--- config.mk ---
export PLATFORM = sky130hd
export DESIGN_NAME = logic_move_instr_timing
export DESIGN_NICKNAME = d
export VERILOG_FILES = /design/src/logic/opcode_table.v /design/src/logic/space_select.v /design/src/logic/logic_move_instr_timing.v
export VERILOG_INCLUDE_DIRS = /design/src /design/src/logic
export SDC_FILE = /design/constraint.sdc
export NUM_CORES = 1
export LEC_CHECK = 0
export ABC_AREA = 1
export BUFFER_PORTS_ARGS = -buffer_cell sky130_fd_sc_hd__clkbuf_2
export CORE_MARGIN = 5
export CORE_UTILIZATION = 55
export DETAILED_ROUTE_END_ITERATION = 7
export PLACE_DENSITY_LB_ADDON = 0.3
export SLEW_MARGIN = 30
export SYNTH_ARGS = -nofsm -noshare
export SYNTH_HDL_FRONTEND = slang
export SYNTH_SLANG_ARGS = --single-unit
--- constraint.sdc ---
create_clock -name clock_i -period 2.18 [get_ports clock_i]
set_clock_uncertainty 0.2 [all_clocks]
set_input_delay 0.109 -clock clock_i [delete_from_list [all_inputs] [get_ports clock_i]]
set_output_delay 0.109 -clock clock_i [all_outputs]
set_load 0.02 [all_outputs]
--- src/logic/instr_timing_map.vh ---
/*
 * instr_timing_map.vh
 * constants for the instruction length and cycle decoder: table codes,
 * memory space boundaries and timing. assumes plain verilog-2005 includes.
 */
`ifndef INSTR_TIMING_MAP_VH
`define INSTR_TIMING_MAP_VH

// length / cycle figures
`define LEN_ONE          2'd1
`define LEN_TWO          2'd2
`define LEN_THREE        2'd3
`define CYC_ONE          2'd1
`define CYC_TWO          2'd2
`define CYC_THREE        2'd3

// upper bound of the lower data half
`define LOWER_HALF_TOP   8'h7f

// operand addressing spaces reported per access
`define SPACE_NONE       2'd0
`define SPACE_LOW_RAM    2'd1
`define SPACE_SFR        2'd2
`define SPACE_HIGH_RAM   2'd3

// operation classes
`define CLS_NONE         4'h0
`define CLS_XOR          4'h1
`define CLS_OR           4'h2
`define CLS_ROTATE       4'h3
`define CLS_MOVE         4'h4
`define CLS_PTR_LOAD     4'h5
`define CLS_CODE_LOOKUP  4'h6
`define CLS_EXT_DATA     4'h7
`define CLS_STACK        4'h8
`define CLS_NIBBLE_XCH   4'h9

// addressing kind of the data operand
`define AM_NONE          2'd0
`define AM_DIRECT        2'd1
`define AM_INDIRECT      2'd2

`endif

--- src/logic/opcode_table.v ---
/*
 * opcode_table.v
 * pure combinational lookup: opcode byte to length, cycle count, class
 * and operand addressing kind. assumes the caller samples the outputs.
 */
`timescale 1ns/10ps
`default_nettype none
`include "instr_timing_map.vh"

module opcode_table (
    input  wire [7:0] opcode_i,   // first byte of the instruction
    output reg  [1:0] length_o,   // encoded bytes, 0 when unknown
    output reg  [1:0] cycles_o,   // core clock cycles, 0 when unknown
    output reg  [3:0] class_o,    // operation class
    output reg  [1:0] mode_o,     // data operand addressing kind
    output reg        known_o     // opcode is in this decoder's subset
);

    // table lookup; unknown opcodes fall out with zeros
    always @* begin
        length_o = 2'd0;
        cycles_o = 2'd0;
        class_o  = `CLS_NONE;
        mode_o   = `AM_NONE;
        known_o  = 1'b1;
        casez (opcode_i)
            8'h43: begin // or immediate into direct
                length_o = `LEN_THREE; cycles_o = `CYC_THREE;
                class_o = `CLS_OR; mode_o = `AM_DIRECT;
            end
            8'b0110_1???: begin // xor working register
                length_o = `LEN_ONE; cycles_o = `CYC_ONE; class_o = `CLS_XOR;
            end
            8'h65: begin // xor direct into acc
                length_o = `LEN_TWO; cycles_o = `CYC_TWO;
                class_o = `CLS_XOR; mode_o = `AM_DIRECT;
            end
            8'h66, 8'h67: begin // xor indirect
                length_o = `LEN_ONE; cycles_o = `CYC_TWO;
                class_o = `CLS_XOR; mode_o = `AM_INDIRECT;
            end
            8'h64: begin // xor immediate into acc
                length_o = `LEN_TWO; cycles_o = `CYC_TWO; class_o = `CLS_XOR;
            end
            8'h62: begin // xor acc into direct
                length_o = `LEN_TWO; cycles_o = `CYC_TWO;
                class_o = `CLS_XOR; mode_o = `AM_DIRECT;
            end
            8'h63: begin // xor immediate into direct
                length_o = `LEN_THREE; cycles_o = `CYC_THREE;
                class_o = `CLS_XOR; mode_o = `AM_DIRECT;
            end
            8'h33, 8'h13: begin // rotates through carry
                length_o = `LEN_ONE; cycles_o = `CYC_ONE; class_o = `CLS_ROTATE;
            end
            8'he5: begin // direct into acc
                length_o = `LEN_TWO; cycles_o = `CYC_TWO;
                class_o = `CLS_MOVE; mode_o = `AM_DIRECT;
            end
            8'he6, 8'he7: begin // indirect into acc
                length_o = `LEN_ONE; cycles_o = `CYC_TWO;
                class_o = `CLS_MOVE; mode_o = `AM_INDIRECT;
            end
            8'b1010_1???: begin // direct into working register
                length_o = `LEN_TWO; cycles_o = `CYC_TWO;
                class_o = `CLS_MOVE; mode_o = `AM_DIRECT;
            end
            8'b0111_1???: begin // immediate into working register
                length_o = `LEN_TWO; cycles_o = `CYC_TWO; class_o = `CLS_MOVE;
            end
            8'h85, 8'h75: begin // direct/immediate into direct
                length_o = `LEN_THREE; cycles_o = `CYC_THREE;
                class_o = `CLS_MOVE; mode_o = `AM_DIRECT;
            end
            8'h86, 8'h87, 8'ha6, 8'ha7: begin // indirect/direct pair
                length_o = `LEN_TWO; cycles_o = `CYC_TWO;
                class_o = `CLS_MOVE; mode_o = `AM_DIRECT;
            end
            8'h90: begin // sixteen-bit pointer load
                length_o = `LEN_THREE; cycles_o = `CYC_THREE;
                class_o = `CLS_PTR_LOAD;
            end
            8'h93, 8'h83: begin // code lookups
                length_o = `LEN_ONE; cycles_o = `CYC_THREE;
                class_o = `CLS_CODE_LOOKUP;
            end
            8'he2, 8'he3, 8'hf2, 8'hf3, 8'he0, 8'hf0: begin // external
                length_o = `LEN_ONE; cycles_o = `CYC_THREE;
                class_o = `CLS_EXT_DATA;
            end
            8'hc0, 8'hd0: begin // push / pop
                length_o = `LEN_TWO; cycles_o = `CYC_TWO;
                class_o = `CLS_STACK; mode_o = `AM_DIRECT;
            end
            8'hd6, 8'hd7: begin // low nibble exchange
                length_o = `LEN_ONE; cycles_o = `CYC_TWO;
                class_o = `CLS_NIBBLE_XCH; mode_o = `AM_INDIRECT;
            end
            default: begin // outside this decoder's subset
                known_o = 1'b0;
            end
        endcase
    end

endmodule // opcode_table
`default_nettype wire

--- src/logic/space_select.v ---
/*
 * space_select.v
 * picks the data space an operand address lands in from its addressing
 * kind. assumes address and kind are stable in the same cycle.
 */
`timescale 1ns/10ps
`default_nettype none
`include "instr_timing_map.vh"

module space_select (
    input  wire [7:0] addr_i,  // operand address
    input  wire [1:0] mode_i,  // addressing kind
    output reg  [1:0] space_o  // selected space
);

    // upper half splits by addressing kind, lower half is ram for direct and indirect
    always @* begin
        space_o = `SPACE_NONE;
        case (mode_i)
            `AM_DIRECT: begin
                if (addr_i > `LOWER_HALF_TOP) begin
                    space_o = `SPACE_SFR;
                end else begin
                    space_o = `SPACE_LOW_RAM;
                end
            end
            `AM_INDIRECT: begin
                if (addr_i > `LOWER_HALF_TOP) begin
                    space_o = `SPACE_HIGH_RAM;
                end else begin
                    space_o = `SPACE_LOW_RAM;
                end
            end
            default: begin
                space_o = `SPACE_NONE;
            end
        endcase
    end

endmodule // space_select
`default_nettype wire

--- src/logic/logic_move_instr_timing.v ---
/*
 * logic_move_instr_timing.v
 * fetch sequencer that times a subset of the core's instructions: it
 * requests each encoded byte, holds the instruction for its cycle count,
 * then fetches the next. assumes program memory answers in the cycle
 * after a request with byte_valid_i, on the same clock.
 */
`timescale 1ns/10ps
`default_nettype none
`include "instr_timing_map.vh"

module logic_move_instr_timing #(
    parameter PC_W = 16                       // program counter width
) (
    input  wire            clock_i,           // core clock, 200 mhz
    input  wire            rst_i,             // synchronous reset, high
    input  wire [7:0]      byte_i,            // byte from program memory
    input  wire            byte_valid_i,      // byte_i holds requested byte
    input  wire [7:0]      indirect_addr_i,   // index register contents
    output reg             fetch_req_o,       // request one program byte
    output reg  [PC_W-1:0] fetch_addr_o,      // address of that byte
    output reg  [7:0]      opcode_o,          // opcode of current instr
    output reg  [7:0]      operand1_o,        // second encoded byte
    output reg  [7:0]      operand2_o,        // third encoded byte
    output reg  [1:0]      length_o,          // bytes of current instr
    output reg  [1:0]      cycles_o,          // cycles of current instr
    output reg  [3:0]      class_o,           // operation class
    output reg  [1:0]      space_o,           // operand data space
    output reg             execute_o,         // level: instr executing
    output reg             done_o,            // pulse: instr complete
    output reg             illegal_o          // pulse: opcode not decoded
);

    // sequencer states
    localparam ST_REQ    = 2'd0;  // issue a byte request
    localparam ST_WAIT   = 2'd1;  // wait for the byte
    localparam ST_EXEC   = 2'd2;  // count out the cycles
    localparam ST_FINISH = 2'd3;  // one-cycle completion

    reg [1:0]      state_q;       // sequencer state
    reg [1:0]      state_d;
    reg [PC_W-1:0] pc_q;          // next byte address
    reg [1:0]      got_q;         // bytes received so far
    reg [1:0]      cnt_q;         // cycles elapsed in execute
    reg [1:0]      mode_q;        // latched operand addressing kind
    reg [7:0]      addr_q;        // latched operand address

    wire [1:0] tbl_len;           // table outputs for the fetched opcode
    wire [1:0] tbl_cyc;
    wire [3:0] tbl_cls;
    wire [1:0] tbl_mode;
    wire       tbl_known;
    wire [1:0] sel_space;         // space for the latched operand

    // opcode lookup on the incoming first byte
    opcode_table u_table (
        .opcode_i (byte_i),
        .length_o (tbl_len),
        .cycles_o (tbl_cyc),
        .class_o  (tbl_cls),
        .mode_o   (tbl_mode),
        .known_o  (tbl_known)
    );

    // operand space from latched kind and address
    space_select u_space (
        .addr_i  (addr_q),
        .mode_i  (mode_q),
        .space_o (sel_space)
    );

    // two-bit increment helper, used by both counters
    function [1:0] inc2;
        input [1:0] v;
        begin
            inc2 = v + 2'd1;
        end
    endfunction

    // all bytes in hand once the count reaches the length
    wire last_byte = (got_q != 2'd0) && (inc2(got_q) == length_o);

    // next state
    always @* begin
        state_d = state_q;
        case (state_q)
            ST_REQ: begin
                state_d = ST_WAIT;
            end
            ST_WAIT: begin
                if (byte_valid_i) begin
                    if (got_q == 2'd0 && !tbl_known) begin
                        state_d = ST_REQ;          // skip unknown opcode
                    end else if ((got_q == 2'd0 && tbl_len == `LEN_ONE) || last_byte) begin
                        state_d = ST_EXEC;         // every byte fetched
                    end else begin
                        state_d = ST_REQ;
                    end
                end
            end
            ST_EXEC: begin
                // fetch time stays out of the hold: execute stands for
                // exactly the table count once the last byte is in
                if (inc2(cnt_q) >= cycles_o) begin
                    state_d = ST_FINISH;
                end
            end
            ST_FINISH: begin
                state_d = ST_REQ;                  // next fetch only now
            end
            default: begin
                state_d = ST_REQ;
            end
        endcase
    end

    // state, counters and latched decode
    always @(posedge clock_i) begin
        if (rst_i) begin
            state_q      <= ST_REQ;
            pc_q         <= {PC_W{1'b0}};
            got_q        <= 2'd0;
            cnt_q        <= 2'd0;
            mode_q       <= `AM_NONE;
            addr_q       <= 8'h00;
            fetch_req_o  <= 1'b0;
            fetch_addr_o <= {PC_W{1'b0}};
            opcode_o     <= 8'h00;
            operand1_o   <= 8'h00;
            operand2_o   <= 8'h00;
            length_o     <= 2'd0;
            cycles_o     <= 2'd0;
            class_o      <= `CLS_NONE;
            space_o      <= `SPACE_NONE;
            execute_o    <= 1'b0;
            done_o       <= 1'b0;
            illegal_o    <= 1'b0;
        end else begin
            state_q     <= state_d;
            fetch_req_o <= 1'b0;
            done_o      <= 1'b0;
            illegal_o   <= 1'b0;
            case (state_q)
                ST_REQ: begin
                    // present the request one cycle, pc moves with it
                    fetch_req_o  <= 1'b1;
                    fetch_addr_o <= pc_q;
                    pc_q         <= pc_q + {{(PC_W-1){1'b0}}, 1'b1};
                end
                ST_WAIT: begin
                    if (byte_valid_i) begin
                        got_q <= inc2(got_q);
                        if (got_q == 2'd0) begin
                            // opcode byte: latch the whole decode
                            opcode_o <= byte_i;
                            length_o <= tbl_len;
                            cycles_o <= tbl_cyc;
                            class_o  <= tbl_cls;
                            mode_q   <= tbl_mode;
                            addr_q   <= indirect_addr_i;
                            if (!tbl_known) begin
                                illegal_o <= 1'b1;
                                got_q     <= 2'd0;
                            end
                        end else if (got_q == 2'd1) begin
                            operand1_o <= byte_i;
                            // direct operand address is the second byte
                            if (mode_q == `AM_DIRECT) begin
                                addr_q <= byte_i;
                            end
                        end else begin
                            operand2_o <= byte_i;
                        end
                    end
                end
                ST_EXEC: begin
                    execute_o <= 1'b1;
                    space_o   <= sel_space;
                    cnt_q     <= inc2(cnt_q);
                end
                ST_FINISH: begin
                    execute_o <= 1'b0;
                    done_o    <= 1'b1;
                    got_q     <= 2'd0;
                    cnt_q     <= 2'd0;
                end
                default: begin
                    got_q <= 2'd0;
                end
            endcase
        end
    end

endmodule // logic_move_instr_timing
`default_nettype wire

# ---- Yosys cells after proc, flatten, opt, wreduce, memory -nomap -nowiden
# Index checks and enable logic that the tools add are counted.
dict set report op_classes {
  magnitude_cmp 2
  bitwise 4
  n_eq_ne 44
  addsub 3
  reduce_logical 35
  mux 25
}
# cell n
set op_table {}
lappend op_table {{$eq A8 B8 Y1 const B} 21}
lappend op_table {{$eq A8 B7 Y1 const B} 8}
lappend op_table {{$pmux W4 S9} 1}
lappend op_table {{$reduce_or A34 Y1} 1}
lappend op_table {{$mux W8} 3}
lappend op_table {{$mux W2} 9}
lappend op_table {{$reduce_or A18 Y1} 1}
lappend op_table {{$reduce_or A17 Y1} 1}
lappend op_table {{$add A16 B1 Y16 const B} 1}
lappend op_table {{$pmux W2 S2} 4}
lappend op_table {{$reduce_or A14 Y1} 1}
lappend op_table {{$reduce_or A13 Y1} 1}
lappend op_table {{$pmux W2 S3} 2}
lappend op_table {{$reduce_and A4 Y1} 3}
lappend op_table {{$reduce_or A12 Y1} 1}
lappend op_table {{$reduce_or A6 Y1} 2}
lappend op_table {{$reduce_or A11 Y1} 1}
lappend op_table {{$eq A5 B4 Y1 const B} 2}
lappend op_table {{$reduce_bool A2 Y1} 5}
lappend op_table {{$eq A2 B1 Y1 const B} 4}
lappend op_table {{$eq A8 B5 Y1 const B} 1}
lappend op_table {{$eq A8 B6 Y1 const B} 1}
lappend op_table {{$gt A8 B7 Y1 const B} 1}
lappend op_table {{$pmux W2 S4} 1}
lappend op_table {{20 further kinds} 37}
dict set report word_totals {
  ff_bits 86
  inputBits 19
  word_cells 131
}

# ---- Depth between registers and ports, before layout
# Gate-level depths: netlist (run 1).
dict set report depth {
  ltp_word 10
  depth_mapped 14
}

# ---- Hierarchy
# Synthesis (run 1) repeated with hierarchy kept, for this count alone.
dict set report unflattened {
  hier_cells 594
  hier_area_um2 4093.9
}
# mod area_each_um2 instances cells_per_inst
set modules_own_cells {}
lappend modules_own_cells {logic_move_instr_timing 3473.3 1 454}
lappend modules_own_cells {opcode_table 550.5 1 127}
lappend modules_own_cells {space_select 70.1 1 13}

# ---- Least setup slack after synthesis (run 1)
# OpenSTA, ideal clock, no wires.
dict set report synth_timing {
  kind {register to register}
  start {reg (tool-made name)}
  end {reg pc_q[12]}
  slack_ps 529
  t_arrival_ps 1331
  stages_incl_launch_ff 12
  t_required_ps 1861
  setup_time_ps 119
  synth_period_minus_slack_ps 1651
  path_cell_list {dfxtp_1 nor2_2 buf_4 nand3_2 nor3_2 nand2_1 inv_1 nand2_2 nor2_2 nand2_1 o21ai_0 a21oi_1}
}
# item line_no
set synth_rtl {}
lappend synth_rtl {{end signal, assigned} logic_move_instr_timing.v:121} ;# pc_q <= {PC_W{1'b0}};
lappend synth_rtl {{end signal, assigned} logic_move_instr_timing.v:148} ;# pc_q <= pc_q + {{(PC_W-1){1'b0}}, 1'b1};
lappend synth_rtl {{end, declared} logic_move_instr_timing.v:42} ;# reg [PC_W-1:0] pc_q;

==> results of run 1 <==
==> what timing repair did <==
item	4_1_cts	5_1_grt
resized for setup	0	9
hold endpoints to repair	21	0
hold buffers	9	0
setup endpoints to repair	0	2
==> synth_stat cells (6+ instances only) <==
| library cell | n |
|---|---|
| nor3_1 | 10 |
| nor2_2 | 6 |
| a211oi_1 | 10 |
| dfxtp_1 | 79 |
| nand2_1 | 92 |
| nor2_1 | 100 |
| inv_1 | 50 |
| a21oi_1 | 54 |
| o21ai_0 | 49 |
| clkbuf_1 | 13 |
| nand3_1 | 12 |
| ha_1 | 7 |
==> metrics by stage <==
step	power, W	hold WS (ns)	instance area (sq um)	setup TNS (ns)
final	0.00303	0.0352	4410	0
after global routing	0.00318	0.0511	4410	-0.0149
after CTS	0.00305	0.0310	4390	0
after detailed placement	0.00194	0.192	4100	0
after global placement	0.00193	0.180	4100	0
after floorplan	0.00181	0.0697	3700	0
==> logic make-up (layout without fill, tap and decap cells) <==
group | count (synthesis) | in the layout | share of synthesized area [%]
AO/OA/AOI/OAI | 129 | 129 | 19.2
adder cells (fa/ha/maj) | 7 | 7 | 2.36
AND/OR/NAND/NOR | 234 | 234 | 26.4
buffers and inverters | 79 | 156 | 8.65
flip-flops | 79 | 79 | 42.7
XOR/XNOR | 3 | 3 | 0.710
==> routing by layer <==
layer / global-route usage (%) / vias to the layer above / part of all wire, %
li1: - / 1881 / -
met1: 28.4 / 1649 / 47
met2: 38.1 / 98 / 46
met5: 0 / - / 0
met4: 9.65 / 0 / 2.3
met3: 5.33 / 22 / 4.9
==> final cells by class <==
type	count	area, sq um	share of cell area (%)
multi-input combinational	373	1810	41.2
sequential	79	1580	35.9
timing repair buffer	81	483	11.0
inverter	59	223	5.06
clock buffer	9	124	2.81
tap	80	100	2.27
clock inverter	7	80.1	1.82
==> sequential cells by signal, summed over array words and instances, names as in the netlist, 4 cells and up, named ones only <==
signal and flops:
class_o 4, operand2_o 8, opcode_o 8, operand1_o 8
fetch_addr_o 16, pc_q 16
==> power breakdown <==
group	internal, W	leakage [nW]	switching (W)
sequential	0.00150	0.643	0.0000337
clock	0.000543	0.102	0.000570
combinational	0.000125	1.24	0.000263
==> worst paths after layout <==
| kind | from | to | cells past startpoint |
|---|---|---|---|
| min reg2reg | space_o[1]$_SDFFE_PP0P_ | space_o[1]$_SDFFE_PP0P_ | 2 |
| min | rst_i | pc_q[14]$_SDFFE_PP0P_ | 3 |
| max reg2reg | flip-flop | pc_q[13]$_SDFFE_PP0P_ | 9 |
| max | byte_i[1] | flip-flop | 14 |
==> critical path: cells and delay by family <==
family	cells	cell delay (ns)
and+or+nand+nor	10	1.10
AOI/OAI and AO/OA	1	0.05
buffers and inverters	3	0.81
==> out/metrics.cfg, run 1 <==
[power]
power_density_nw_per_um2 = 688
vdd_drop_max_uv = 502
leakagePower_nw = 1.98

[timing]
hold_viol_final = 0
setup_violations = 0
slew_violations = 0
tightest_slew_ns = 0.398
clock.fmax_ghz = 0.489
rsz0062_at_grt = true
final.period_utilization_pct = 93.7
layout_setup_ws_ns = 0.137
min_period_ns = 2.04
max_slew_margin_pct = 73.5

[layout]
drive_gt1_share_pct = 18.9
layout_common_cells = 95 x nor2_1, 92 x nand2_1, 79 x dfxtp_1
fin_nets = 629
synthToLayoutAreaGrowth_pct = 19.0
final_util_pct = 65.9
fillerInstances = 615
antenna_cells = 0
final_common_cell = nor2_1
fin_cells = 688

[clocking]
clkTransAtPathRegs_ns = 0.09
clock-sinks = 79
cts_tree = done
clk_latency_ns = 0.35
h-tree-depth = 3
cts-root-buf = clkbuf_8
cts_setup_buffers = 0
cts_max_path_buffers = 2
cts_made_buffers = 9

[synthesis]
synth.avg_cell_area_sq_um = 6.97
syn_nets = 557
netlist_area_sq_um = 3700
yosysWarningCount = 0
ys_seq_area_share_pct = 42.7
synthCells = 531
yosysUniqueCellTypes = 33
ys_seq_elements = 79
synthFlopType = dfxtp_1
synth_edf_count = 0
synth_largest_area_cell = dfxtp_1
synth_top_area_share_pct = 42.7
synth-async-reset-ratio_pct = 0
synth_area_leaders = dfxtp_1 43%, nor2_1 10%, nand2_1 9.3%, a21oi_1 7.3%, o21ai_0 6.6%

[global_routing]
grt_pass1_wl_um = 15800
grt_usage_pct = 22.9
grt_max_degree = 48
antenna_found_initial = 0
grt-ovfl-total = 0
grt_pass1_vias = 3502

[worst_setup_path]
worst_path_most_repeated_cell = nand2_1
start_kind = primary input
path_cells = dlygate4sd3_1 > clkbuf_2 > nand2_1 > clkinv_1 > nand2_2 > nor2_1 > nor2_2 > nand2_1 > nor2_1 > nand2_1 > nand2_1 > nand2_1 > nand2_1 > a21oi_1
crit_arrival_ns = 2.07
cp.required_ns = 2.20
cp-end-kind = flip-flop
cp_slowest_stage_delay_ns = 0.54
critPathMaxFanout = 8
slowest_stage = dlygate4sd3_1
r2r_slack_ns = 0.21
path_class = in2reg

[route]
drt-total-wl_um = 9360
drc = 0
drt_iter0_drc = 149
wire_per_inst_um = 13.6
via_per_inst = 5.31
ant_nets = 0
dr.pass1.iters = 4
vias = 3650

[placement]
portBuffers = 65
place_inst = 663
post-place-ws_ns = 0.232
dp_hpwl_um = 6910
gp_congestion = 0.960

[floorplanning]
die_h_um = 92.1
placementRows = 30
start_util_pct = 55.4
die_w_um = 92.1
coreArea_sq_um = 6680
io_pins = 73
dieArea_sq_um = 8480

[outcome]
status = finished, final reports clean

[min_path]
hold_path.class = in2reg

[job]
cap_violations = 0

No activity file was read; power rests on OpenSTA's default activity.
==> inputs of run 2 (changes only) <==
--- a/config.mk
+++ b/config.mk
@@ -9,10 +9,11 @@
 export ABC_AREA = 1
 export BUFFER_PORTS_ARGS = -buffer_cell sky130_fd_sc_hd__clkbuf_2
 export CORE_MARGIN = 5
-export CORE_UTILIZATION = 55
+export CORE_UTILIZATION = 56
 export DETAILED_ROUTE_END_ITERATION = 7
 export PLACE_DENSITY_LB_ADDON = 0.3
 export SLEW_MARGIN = 30
 export SYNTH_ARGS = -nofsm -noshare
 export SYNTH_HDL_FRONTEND = slang
+export SYNTH_HIERARCHICAL = 1
 export SYNTH_SLANG_ARGS = --single-unit
==> run 2 against run 1 <==
Fmax grew 1.4%. Routed wire length shrank 2.9%. Critical path depth grew 1. Clock power shrank 13%. Sequential share of layout area shrank 0.35 points. Register-to-register slack gained 0.06 ns. Non-clock buffer count is the same. Cell count grew 2.9%. First-iteration DRC count grew 49%. Global-route usage shrank 0.80 points. Synthesized cell count grew 4.0%. Worst setup slack gained 0.027 ns. Largest power group unchanged. Highest routed layer unchanged.
==> out/metrics.cfg, run 2 <==
[outcome]
status = finished, final reports clean

[clocking]
clkTransAtPathRegs_ns = 0.09  ; about the same
cts-root-buf = clkbuf_8
clock-sinks = 79  ; unchanged
h-tree-depth = 3  ; unchanged
cts_made_buffers = 9  ; unchanged
cts_setup_buffers = 0  ; unchanged
cts_max_path_buffers = 2  ; unchanged
cts_tree = done
clk_latency_ns = 0.34  ; about the same

[placement]
post-place-ws_ns = 0.326  ; +0.0940 ns
dp_hpwl_um = 6570  ; -4.9%
place_area_sq_um = 4140  ; +1.0%
portBuffers = 65  ; unchanged
gp_congestion = 0.928  ; -3.3%

[synthesis]
syn_nets = 578  ; +3.8%
netlist_area_sq_um = 3800  ; +2.5%
yosysWarningCount = 6  ; +6
synth.avg_cell_area_sq_um = 6.88  ; -1.4%
synthCells = 552  ; +4.0%

[timing]
clock.fmax_ghz = 0.496  ; +1.4%
final.period_utilization_pct = 92.5  ; -1.3 points
tns_ns = 0  ; unchanged
min_period_ns = 2.02  ; -0.0274 ns
layout_setup_ws_ns = 0.164  ; +0.0274 ns
max_slew_margin_pct = 68.4  ; -5.1 points
setup_violations = 0  ; unchanged
slew_violations = 0  ; unchanged
tightest_slew_ns = 0.473  ; +0.0757 ns
hold_viol_final = 0  ; unchanged

[route]
ant_nets = 0  ; unchanged
drc = 0  ; unchanged
wire_per_inst_um = 12.8  ; -5.7%
via_per_inst = 5.16  ; -2.7%
drt_iter0_drc = 222  ; +49%
dr.pass1.iters = 4  ; unchanged
drt-total-wl_um = 9090  ; -2.9%
vias = 3653  ; +0.082%

[power]
swShare_pct = 29.3  ; +0.69 points
power_density_nw_per_um2 = 649  ; -5.7%
seqPwrFrac_pct = 53.1  ; +2.6 points
p_int_w = 0.00204  ; -5.7%
leakagePower_nw = 2.12  ; +6.8%
vdd_drop_max_uv = 399  ; -21%
pwr-share-clk_pct = 33.4  ; -3.3 points
p_comb_share_pct = 13.5  ; +0.7 points
p_sw_w = 0.000845  ; -2.5%

[worst_setup_path]
r2r_slack_ns = 0.27  ; +0.06 ns
cp_slowest_stage_delay_ns = 0.53  ; about the same
path_delay_family = buffers and inverters
start_kind = primary input
critPathMaxFanout = 6  ; -2
cp.required_ns = 2.25  ; +0.05 ns
reg2reg_to = operand1_o[5]$_SDFFE_PP0P_
crit_cells = 15  ; +1
r2r-start = got_q[0]$_SDFFE_PP0P_
path_class = in2reg
reg2reg_depth = 7  ; -2
path_cells = dlygate4sd3_1 > clkbuf_2 > inv_2 > nand2_1 > nor2_4 > nand2_1 > nand2_1 > inv_1 > nand2_1 > nor2_1 > nand2_1 > inv_1 > a21oi_1 > nand2_1 > a21oi_1
critPathBufInv = 5  ; +2
crit_arrival_ns = 2.09  ; +0.02 ns
slowest_stage = dlygate4sd3_1
cp-end-kind = flip-flop
worst_path_most_repeated_cell = nand2_1

[floorplanning]
die_w_um = 92.3  ; +0.30%
placementRows = 30  ; unchanged
die_h_um = 92.3  ; +0.30%
coreArea_sq_um = 6680  ; unchanged
dieArea_sq_um = 8530  ; +0.60%
start_util_pct = 56.8  ; +1.4 points
io_pins = 73  ; unchanged

[global_routing]
busiest_layer = met2
grt_max_degree = 39  ; -19%
grt_usage_pct = 22.1  ; -0.80 points
antenna_found_initial = 0  ; unchanged
met1_usage_pct = 29.7  ; +1.3 points
grt_pass1_wl_um = 15500  ; -1.7%
grt_pass1_vias = 3431  ; -2.0%
use_met2_pct = 34.6  ; -3.5 points
grt_util_met3_pct = 4.96  ; -0.38 points
grt-ovfl-total = 0  ; unchanged

[layout]
layout_common_cells = 119 x nor2_1, 98 x nand2_1, 79 x dfxtp_1
fillerInstances = 598  ; -2.8%
final_area_sq_um = 4450  ; +0.99%
regArea_sq_um = 1580  ; unchanged
fin_nets = 649  ; +3.2%
drive_gt1_share_pct = 18.2  ; -0.76 points
reg_top3 = fetch_addr_o (16), pc_q (16)
antenna_cells = 0  ; unchanged
final_common_cell = nor2_1
final_util_pct = 66.6  ; +0.66 points
multiInputGateArea_sq_um = 1870  ; +2.9%
synthToLayoutAreaGrowth_pct = 17.2

[min_path]
worstHoldStart = fetch_addr_o[2]$_SDFFE_PP0P_
holdPathStages = 2  ; -1
hold_path.class = reg2reg
hold_end = fetch_addr_o[2]$_SDFFE_PP0P_

[job]
cap_violations = 0  ; unchanged

## run 2: metal layers
layer  part of all wire (%)  up-vias
li1                       -     1897
met1                     47     1638
met2                     46      101
met3                    5.7       17
met4                    1.8        0
met5                      0        -
## run 2: area by class of cell
type | count | share of cell area [%]
repair buffers | 81 | 11.0
clock inverters | 7 | 1.10
flip-flops and latches | 79 | 35.5
clock buffers | 9 | 2.78
multi-input cells | 389 | 42.0
inverters | 63 | 5.34
well taps | 80 | 2.25
## run 2: worst max path at each step
stage	start	to	slack, ns
2_1_floorplan	got_q[0]$_SDFFE_PP0P_	operand1_o[5]$_SDFFE_PP0P_	0.51
3_3_place_gp	byte_i[7]	flip-flop	0.27
3_5_place_dp	byte_i[7]	flip-flop	0.33
4_1_cts	byte_i[7]	flip-flop	0.13
5_1_grt	byte_i[1]	flip-flop	-0.003
6_report	byte_i[3]	got_q[1]$_SDFFE_PP0P_	0.16
## run 2: worst min-delay path: cells and delay by family (launching register included)
family / cells / cell delay [ns]
AOI/OAI and AO/OA: 1 / 0.05
DFF: 1 / 0.32
and+or+nand+nor: 1 / 0.06
## run 2: what timing repair did
item | CTS | global route
hold buffers | 11 | 0
endpoints found under the setup margin | 0 | 2
gates resized for setup | 0 | 11
endpoints found under the hold margin | 35 | 0
## run 2: metrics by stage
step / hold slack (ns) / std cells / power (W)
finish: 0.267 / 708 / 0.00289
global route: 0.298 / 708 / 0.00303
CTS: 0.269 / 708 / 0.00290
detailed placement: 0.236 / 681 / 0.00193
global placement: 0.226 / 681 / 0.00192
floorplan: 0.0439 / 552 / 0.00182
## run 2: power groups by stage
stage,combinational [W],sequential [W],clock [W]
floorplan,0.000211,0.00161,0
global placement,0.000360,0.00156,0
detailed placement,0.000368,0.00156,0
CTS,0.000386,0.00153,0.000982
global route,0.000436,0.00154,0.00106
finish,0.000390,0.00153,0.000964
